--- src/rtl/fm_ctrl_pkg.sv ---
// Shared constants and types for the transmit deviation and interrupt control bank.
`default_nettype none
package fm_ctrl_pkg;

   // ****************************************************************
   // Register map
   // ****************************************************************
   localparam logic [7:0] ADDR_TX_DEVIATION = 8'h0E;
   localparam logic [7:0] ADDR_PILOT_IRQ    = 8'h0F;
   localparam logic [7:0] ADDR_GROUP_FIRST  = 8'h10;
   localparam logic [7:0] ADDR_GROUP_LAST   = 8'h17;

   // Reset values of the deviation code and pilot gain fields.
   localparam logic [7:0] TX_DEVIATION_RESET = 8'h6C;
   localparam logic [3:0] PILOT_GAIN_RESET   = 4'h9;

   // Field positions inside the pilot gain and interrupt control register.
   localparam int UNDERRUN_CLEAR_BIT = 7;
   localparam int OVERRUN_CLEAR_BIT  = 6;
   localparam int PILOT_GAIN_MSB     = 5;
   localparam int PILOT_GAIN_LSB     = 2;
   localparam int GROUP_IRQ_EN_BIT   = 1;
   localparam int SCAN_IRQ_EN_BIT    = 0;

   // ****************************************************************
   // Timing
   // ****************************************************************
   localparam real         PULSE_TIME_MS = 4.5;
   localparam real         CLK_PERIOD_NS = 20.0;
   localparam int unsigned PULSE_CYCLES  = int'(PULSE_TIME_MS * 1.0e6 / CLK_PERIOD_NS);

   // ****************************************************************
   // Carriers
   // ****************************************************************
   typedef struct packed
   {
      logic       en;
      logic [7:0] addr;
      logic [7:0] data;
   } reg_write_type;

   typedef struct packed
   {
      logic       group_irq_en;
      logic       scan_irq_en;
      logic [3:0] pilot_gain;
      logic [7:0] tx_deviation;
   } config_type;

   typedef enum logic
   {
      PULSE_IDLE   = 1'b0,
      PULSE_ACTIVE = 1'b1
   } pulse_state_type;

endpackage

`default_nettype wire

--- src/rtl/irq_pulse_timer.sv ---
// Timer that stretches start requests into fixed-length pulses and queues one request.
`timescale 1ns/100ps
`default_nettype none

module irq_pulse_timer
#(
   parameter int unsigned LENGTH = 4
)
(
   input  wire logic clk_sys,
   input  wire logic rst_n,
   input  wire logic start,
   output var  logic busy
);
   import fm_ctrl_pkg::*;

   localparam int CW = $clog2(LENGTH + 1);
   localparam logic [CW-1:0] LAST = CW'(LENGTH - 1);
   localparam logic [CW-1:0] ZERO = '0;

   pulse_state_type state;
   logic [CW-1:0]   count;
   logic            pending;

   // A request that lands during a pulse is held so that it still gets its own pulse.
   always_ff @(posedge clk_sys or negedge rst_n)
   begin
      if (!rst_n)
         pending <= 1'b0;
      else if (start && state == PULSE_ACTIVE)
         pending <= 1'b1;
      else if (state == PULSE_IDLE)
         pending <= 1'b0;
   end

   // Pulse state and cycle counter.
   always_ff @(posedge clk_sys or negedge rst_n)
   begin
      if (!rst_n)
      begin
         state <= PULSE_IDLE;
         count <= ZERO;
      end
      else
      begin
         unique case (state)
            PULSE_IDLE:
            begin
               count <= ZERO;
               if (start || pending)
                  state <= PULSE_ACTIVE;
            end
            PULSE_ACTIVE:
            begin
               if (count == LAST)
               begin
                  count <= ZERO;
                  state <= PULSE_IDLE;
               end
               else
                  count <= count + 1'b1;
            end
         endcase
      end
   end

   assign busy = (state == PULSE_ACTIVE);

   // A pulse goes on while the counter is short of its end and stops right at it.
   a_pulse_length: assert property (@(posedge clk_sys) disable iff (!rst_n)
      busy |=> (busy == ($past(count) != LAST)))
      else $error("pulse counter ran past its end");

endmodule

`default_nettype wire

--- src/rtl/fm_tx_deviation_irq_control.sv ---
// Transmit deviation, pilot gain, audio buffer flag clear and interrupt pulse control.
`timescale 1ns/100ps
`default_nettype none

module fm_tx_deviation_irq_control
#(
   parameter int unsigned PULSE_LEN = fm_ctrl_pkg::PULSE_CYCLES
)
(
   input  wire logic                       clk_sys,
   input  wire logic                       rst_n,
   input  wire fm_ctrl_pkg::reg_write_type reg_wr,
   input  wire logic                       tx_mode,
   input  wire logic                       group_load_toggle,
   input  wire logic                       rx_group_stored,
   input  wire logic                       scan_done,
   input  wire logic                       underrun_event,
   input  wire logic                       overrun_event,
   output var  fm_ctrl_pkg::config_type    cfg,
   output var  logic                       underrun_flag,
   output var  logic                       overrun_flag,
   output var  logic                       group_readable,
   output var  logic                       rx_int_out,
   output var  logic                       rx_int_oe,
   output var  logic                       tx_int_out,
   output var  logic                       tx_int_oe
);
   import fm_ctrl_pkg::*;

   // ****************************************************************
   // Register writes
   // ****************************************************************
   logic wr_dev;
   logic wr_ctl;
   logic wr_group;

   assign wr_dev   = reg_wr.en && reg_wr.addr == ADDR_TX_DEVIATION;
   assign wr_ctl   = reg_wr.en && reg_wr.addr == ADDR_PILOT_IRQ;
   assign wr_group = reg_wr.en && reg_wr.addr >= ADDR_GROUP_FIRST
                     && reg_wr.addr <= ADDR_GROUP_LAST;

   // Deviation code, pilot gain and the two interrupt enables in one process.
   // Keeping every field of the config in one process gives the output a single driver.
   always_ff @(posedge clk_sys or negedge rst_n)
   begin
      if (!rst_n)
      begin
         cfg.tx_deviation <= TX_DEVIATION_RESET;
         cfg.pilot_gain   <= PILOT_GAIN_RESET;
         cfg.group_irq_en <= 1'b0;
         cfg.scan_irq_en  <= 1'b0;
      end
      else
      begin
         if (wr_dev)
            cfg.tx_deviation <= reg_wr.data;
         if (wr_ctl)
         begin
            cfg.pilot_gain   <= reg_wr.data[PILOT_GAIN_MSB:PILOT_GAIN_LSB];
            cfg.group_irq_en <= reg_wr.data[GROUP_IRQ_EN_BIT];
            cfg.scan_irq_en  <= reg_wr.data[SCAN_IRQ_EN_BIT];
         end
      end
   end

   // ****************************************************************
   // Audio buffer flags
   // ****************************************************************
   logic clr_under;
   logic clr_over;

   assign clr_under = wr_ctl && reg_wr.data[UNDERRUN_CLEAR_BIT];
   assign clr_over  = wr_ctl && reg_wr.data[OVERRUN_CLEAR_BIT];

   // The clear bit acts only in the cycle of its write, and a new event in that cycle wins over it.
   always_ff @(posedge clk_sys or negedge rst_n)
   begin
      if (!rst_n)
         underrun_flag <= 1'b0;
      else if (underrun_event)
         underrun_flag <= 1'b1;
      else if (clr_under)
         underrun_flag <= 1'b0;
   end

   // Overflow flag follows the same set-over-clear order.
   always_ff @(posedge clk_sys or negedge rst_n)
   begin
      if (!rst_n)
         overrun_flag <= 1'b0;
      else if (overrun_event)
         overrun_flag <= 1'b1;
      else if (clr_over)
         overrun_flag <= 1'b0;
   end

   // ****************************************************************
   // Group load and readback gate
   // ****************************************************************
   logic load_prev;
   logic load_edge;

   assign load_edge = group_load_toggle != load_prev;

   // Remember the toggle level; either edge counts as a load.
   always_ff @(posedge clk_sys or negedge rst_n)
   begin
      if (!rst_n)
         load_prev <= 1'b0;
      else
         load_prev <= group_load_toggle;
   end

   // Fresh host bytes stay hidden in transmit mode until the group is loaded.
   always_ff @(posedge clk_sys or negedge rst_n)
   begin
      if (!rst_n)
         group_readable <= 1'b1;
      else if (tx_mode && load_edge)
         group_readable <= 1'b1;
      else if (tx_mode && wr_group)
         group_readable <= 1'b0;
      else if (!tx_mode)
         group_readable <= 1'b1;
   end

   // ****************************************************************
   // Interrupt pulse
   // ****************************************************************
   logic group_event;
   logic irq_start;
   logic pulse_busy;

   assign group_event = tx_mode ? load_edge : rx_group_stored;
   assign irq_start   = (cfg.group_irq_en && group_event)
                        || (cfg.scan_irq_en && scan_done);

   irq_pulse_timer
   #(
      .LENGTH (PULSE_LEN)
   )
   u_pulse
   (
      .clk_sys (clk_sys),
      .rst_n   (rst_n),
      .start   (irq_start),
      .busy    (pulse_busy)
   );

   // Only the pin of the current mode is driven; it idles high between pulses.
   always_ff @(posedge clk_sys or negedge rst_n)
   begin
      if (!rst_n)
      begin
         rx_int_out <= 1'b1;
         rx_int_oe  <= 1'b1;
         tx_int_out <= 1'b1;
         tx_int_oe  <= 1'b0;
      end
      else
      begin
         rx_int_out <= !pulse_busy;
         tx_int_out <= !pulse_busy;
         rx_int_oe  <= !tx_mode;
         tx_int_oe  <= tx_mode;
      end
   end

   // ****************************************************************
   // Checks
   // ****************************************************************
   a_deviation_write: assert property (@(posedge clk_sys) disable iff (!rst_n)
      wr_dev |=> cfg.tx_deviation == $past(reg_wr.data))
      else $error("deviation code not stored");

   a_pilot_write: assert property (@(posedge clk_sys) disable iff (!rst_n)
      wr_ctl |=> cfg.pilot_gain == $past(reg_wr.data[PILOT_GAIN_MSB:PILOT_GAIN_LSB]))
      else $error("pilot gain not stored");

   a_underrun_clear: assert property (@(posedge clk_sys) disable iff (!rst_n)
      (clr_under && !underrun_event) |=> !underrun_flag)
      else $error("underflow flag not cleared");

   a_overrun_clear: assert property (@(posedge clk_sys) disable iff (!rst_n)
      (clr_over && !overrun_event) |=> !overrun_flag)
      else $error("overflow flag not cleared");

   a_overrun_hold: assert property (@(posedge clk_sys) disable iff (!rst_n)
      (overrun_event || (overrun_flag && !clr_over)) |=> overrun_flag)
      else $error("overflow flag lost");

   a_group_pulse: assert property (@(posedge clk_sys) disable iff (!rst_n)
      (cfg.group_irq_en && group_event && !pulse_busy) |=> pulse_busy ##1 !rx_int_out)
      else $error("group event gave no pulse");

   a_scan_pulse: assert property (@(posedge clk_sys) disable iff (!rst_n)
      (cfg.scan_irq_en && scan_done && !pulse_busy) |-> ##2 (!tx_int_out && !rx_int_out))
      else $error("scan done gave no pulse");

   a_pin_route: assert property (@(posedge clk_sys) disable iff (!rst_n)
      tx_mode [*2] |-> tx_int_oe && !rx_int_oe)
      else $error("interrupt on wrong pin");

   a_no_pulse_off: assert property (@(posedge clk_sys) disable iff (!rst_n)
      (!cfg.group_irq_en && !cfg.scan_irq_en && !pulse_busy && !u_pulse.pending)
      |=> !pulse_busy)
      else $error("pulse while disabled");

   a_readback_gate: assert property (@(posedge clk_sys) disable iff (!rst_n)
      (tx_mode && wr_group && !load_edge) |=> !group_readable)
      else $error("group readable before load");

endmodule

`default_nettype wire

--- config.mk ---
export PLATFORM = sky130hd
export DESIGN_NAME = fm_tx_deviation_irq_control
export DESIGN_NICKNAME = d
export VERILOG_FILES = /design/src/rtl/fm_ctrl_pkg.sv /design/src/rtl/irq_pulse_timer.sv /design/src/rtl/fm_tx_deviation_irq_control.sv
export SDC_FILE = /design/constraint.sdc
export NUM_CORES = 1
export LEC_CHECK = 0
export BUFFER_PORTS_ARGS = -buffer_cell sky130_fd_sc_hd__buf_2
export CORE_MARGIN = 1.5
export CORE_UTILIZATION = 27
export CTS_CLUSTER_DIAMETER = 120
export CTS_CLUSTER_SIZE = 10
export DETAILED_ROUTE_END_ITERATION = 10
export PLACE_DENSITY = 0.52
export SETUP_SLACK_MARGIN = 0.4
export SLEW_MARGIN = 10
export SYNTH_ARGS = -nofsm -noshare
export SYNTH_HDL_FRONTEND = slang
export SYNTH_HIERARCHICAL = 1
export SYNTH_SLANG_ARGS = --single-unit
--- constraint.sdc ---
create_clock -name clk_sys -period 2.2 [get_ports clk_sys]
set_clock_uncertainty 0.05 [all_clocks]
set_input_delay 0.55 -clock clk_sys [delete_from_list [all_inputs] [get_ports clk_sys]]
set_output_delay 0.55 -clock clk_sys [all_outputs]
set_load 0.01 [all_outputs]
# Yosys cells after proc, flatten, opt, wreduce, memory -nomap -nowiden
# Index checks and enable logic that the tools add are counted.
[totals]
out_inout_bits = 21
elab_cells = 56
input_bits = 25
register_bits = 41
[classes]
reduce_logical = 17
eq_ne = 6
magnitude_cmp = 2
muxes = 15
n_addsub = 1
bitwise_logic = 1
[ops]
columns = ["cell", "n"]
rows = [
  ["$pmux 18 s2", 1],
  ["$add 18x1->18 const B", 1],
  ["$eq 18x18->1 const B", 1],
  ["$mux 18", 1],
  ["$eq 8x4->1 const B", 2],
  ["$mux 1", 12],
  ["$logic_and 1x1->1", 11],
  ["$ge 8x5->1 const B", 1],
  ["$le 8x5->1 const B", 1],
  ["$reduce_bool 2->1", 2],
  ["$ne 3x1->1 const B", 1],
  ["$logic_not 1->1", 2],
  ["$logic_or 1x1->1", 2],
  ["$ne 2x2->1 const B", 1],
  ["$pmux 1 s2", 1],
  ["$ne 1x1->1", 1],
  ["$not 1->1", 1],
]

# Longest topological paths before layout
[depth]
ltp_word = 7
mapped_depth = 5
depth_no_buf = 5

# Modules after synthesis
# Netlist, hierarchy kept.
[modules_own_cells]
columns = ["mod", "instances", "cells_each", "area_each_um2", "seq_area_each_um2"]
rows = [
  ["irq_pulse_timer", 1, 98, 985.9, 500.5],
  ["fm_tx_deviation_irq_control", 1, 55, 835.8, 536.8],
]

# Least setup slack after synthesis
# No wires, ideal clock.
[synth_path]
kind = "input to register"
start = "input reg_wr[15] (netlist name)"
end = "register cfg[0] (netlist name)"
cell_stages = 3
path_buffers = 0
setup_slack_ps = 229
setup_time_ps = 125
t_required_ps = 2025
t_arrival_ps = 1796
path_cell_list = "or4b_4 > nor3b_4 > mux2_2"
[synth_via]
elab_chain_cells = 2
[synth_rtl]
columns = ["item", "line_no", "rtl"]
rows = [
  ["from (decl)", "fm_tx_deviation_irq_control.sv:12", "input wire fm_ctrl_pkg::reg_write_type reg_wr,"],
  ["$eq 8x4->1", "fm_tx_deviation_irq_control.sv:37", "assign wr_dev = reg_wr.en && reg_wr.addr == ADDR_TX_DEVIATION;"],
  ["$logic_and 1x1->1", "fm_tx_deviation_irq_control.sv:37", ""],
  ["to (decl)", "fm_tx_deviation_irq_control.sv:19", "output var fm_ctrl_pkg::config_type cfg,"],
]
# Every way passes these cells.
# A chain may end at the register's enable or synchronous reset.

# Worst setup path in the final report
[layout_path]
start = "input reg_wr[13] (netlist name)"
end = "register cfg[1] (netlist name)"
# Same word-level chain as after synthesis.

==> reports/results.tsv <==
stage	metric	value	unit
route	initial DRC count	80	
synth	Seq cells post-synth	41	
critical_path	crit-path max cell delay	0.55	ns
power	Internal Pwr Total	1.28	mW
synth	Post-synth ARST share	100	%
grt	Total GRT Usage	10.9	%
clocking	CTS Root Cell	clkbuf_8	
floorplan	Rows	29	
critical_path	CP Class	primary input to flip-flop	
route	vias	1344	
critical_path	Worst Path Required	2.34	ns
power	combinational fraction of design power	5.9	%
power	PD cells	661	nW/um^2
power	leakage dissipation	1.14	nW
sta	fmax	561	MHz
critical_path	crit-path cells	buf_6 -> or4b_4 -> nor3b_4 -> buf_12 -> mux2_2	
power	register share of total power	49.4	%
critical_path	Crit-path slowest cell	or4b_4	
route	via/cell ratio	4.60	
worst_hold_path	Worst Hold Class	primary input to asynchronous set/reset pin	
placed_design	Placement Setup Slack	0.112	ns
route	remaining antenna violation count	0	
sta	fin. max-slew vios	0	
sta	RSZ-0062 raised after global routing	yes	
grt	first-pass GRT wire length	6220	um
placed_design	port bufs	45	
finish	commonest non-fill, non-tap cell in the layout	buf_2	
grt	vias in the first global route	1266	
power	Clock power frac	44.7	%
synth	synthesized area per cell	11.9	um^2
synth	Cell Area, Synth	1820	um^2
sta	period utilisation layout	81.0	%
sta	Fin. Hold Viols	0	
finish	Area Overhead vs Synth	32.8	%
power	sw frac	20.2	%
sta	worst relative slew slack	65.4	%
finish	Final Util	37.7	%
clocking	CTS tree	done	
placed_design	post-DP HPWL	2690	um
clocking	Clk pin slew, worst setup/hold paths	0.08	ns
run_status	status	complete, but fails checks	
route	residual DRC count	1	
floorplan	Initial Util	28.4	%
route	Avg WL per Cell	13.1	um
sta	worst-margin pin slew	0.520	ns
synth	library cells used by synthesis	31	
synth	synth warn	6	
critical_path	worst path bufs/invs	2	
sta	Setup TNS	0	ns
floorplan	Die ar.	7250	um^2
sta	fin crit period	1.78	ns
run	max cap viols	0	
synth	Top FF cell, synth	dfrtp_1	
floorplan	Die W	85.1	um
clocking	clock buffer depth	2	
power	peak supply drop	0.221	mV
route	DRT Wirelength	3830	um
floorplan	I/O pins	46	
grt	largest net degree at the start of global routing	42	
critical_path	data arrival time of the worst path	1.92	ns
power	Net Sw Power	0.324	mW
synth	EDFF count, synth	0	
run_status	failing checks	design-rule violations	
synth	Mapped Nets	179	
floorplan	core box area	6420	um^2
finish	n_diodes	0	
critical_path	Crit Path Max Fanout	8	
placed_design	RD Place Congestion	0.727	
critical_path	crit start category	primary input	
floorplan	Die Ht	85.1	um
finish	Final #Nets	240	
clocking	Clock Latency Late Sink	0.29	ns
critical_path	Worst setup EP type	flip-flop	
clocking	CTS Sinks	41	
synth	sequential share of the synthesized area	56.9	%
synth	Syn Inst Count	153	
grt	initial antenna violation count	0	
clocking	htree depth	2	
sta	worst setup margin	0.418	ns
sta	Final Setup Violations	0	
finish	layout cells sized above 1	48.8	%
clocking	CTS Buf Count	5	
critical_path	family with the most delay on the worst path	simple AND/OR/NAND/NOR gates	
finish	most frequent cells in the layout	buf_2 (44), dfrtp_1 (29), nor2_1 (18)	
route	drt pass-1 iters	7	
grt	gr ovfl total	0	
==> cell usage after synthesis, drive strengths merged, types with 3 or more instances <==
master,instances,area share (%)
dfrtp,32,44
inv,5,1.0
nand2,7,1.4
nor2,22,4.5
nor4,3,1.0
nor3,3,0.82
xnor2,11,5.3
o21ai,5,1.4
xor2,4,1.9
mux2,14,8.7
nand4,8,2.7
dfstp,9,13
nand3,8,2.2
==> final timing paths <==
kind | startpoint | to | slack [ns] | cells after the start
hold / removal | rst_n | u_pulse/count[6] | 0.26 | 2
min in group clk_sys | group_load_toggle | load_prev | 0.34 | 1
setup reg to reg | u_pulse/count[8] | u_pulse/count[6] | 0.47 | 5
hold reg to reg | underrun_flag | underrun_flag | 0.43 | 1
setup / recovery | reg_wr[13] | cfg[1] | 0.42 | 5
max in group asynchronous | rst_n | u_pulse/count[4] | 1.45 | 2
==> timing repair <==
item / CTS / global route
hold buffers: 0 / 0
setup endpoints to repair: 0 / 21
resized for setup: 0 / 18
buffers inserted: 0 / 5
==> layout make-up <==
class                      instances  area, um^2
fill                             635        4000
sequential                        41        1040
multi-input combinational        104         788
timing repair buffer              57         342
tap                               77        96.3
clock buffer                       5        68.8
clock inverter                     3        65.1
inverter                           5        18.8
==> sequential cells by signal (all words and copies together), names as in the netlist <==
signal	cells
underrun_flag	1
group_readable	1
rx_int_oe	1
overrun_flag	1
load_prev	1
cfg	14
tx_int_oe	1
tx_int_out	1
u_pulse/pending	1
u_pulse/count	18
u_pulse/busy	1
==> routing by layer <==
layer,vias to the layer above,global-route usage (%),share of wire (%)
li1,663,-,-
met1,657,14.9,46
met2,18,16.6,49
met3,6,2.72,2.9
met4,0,4.47,1.8
met5,-,0,0
==> cell families after synthesis <==
| group | count (synthesis) | synth area share, % |
|---|---|---|
| muxes | 14 | 8.65 |
| DFF | 41 | 56.9 |
| and+or+nand+nor | 63 | 19.5 |
| xor gates and xnor gates | 15 | 7.21 |
| buffers and inverters | 8 | 2.34 |
| adders and majority gates | 1 | 0.687 |
| AOI/OAI and AO/OA | 11 | 4.67 |
==> power groups by stage <==
| stage | clock, mW | combinational [mW] | sequential (mW) |
|---|---|---|---|
| final | 0.715 | 0.0951 | 0.790 |
| after floorplan | 0 | 0.0256 | 0.811 |
| after CTS | 0.739 | 0.0962 | 0.790 |
| after detailed placement | 0 | 0.0959 | 0.804 |
| after global routing | 0.764 | 0.106 | 0.794 |
| after global placement | 0 | 0.0955 | 0.804 |
==> metrics by stage <==
step,power [mW],cell area (um^2),instances,hold WS [ns]
5_1_grt,1.66,2420,292,0.303
4_1_cts,1.63,2310,286,0.279
3_5_place_dp,0.900,2180,278,0.418
3_3_place_gp,0.899,2180,278,0.410
6_report,1.60,2420,292,0.261
2_1_floorplan,0.837,1820,153,0.204
No activity file was read; power rests on OpenSTA's default activity.
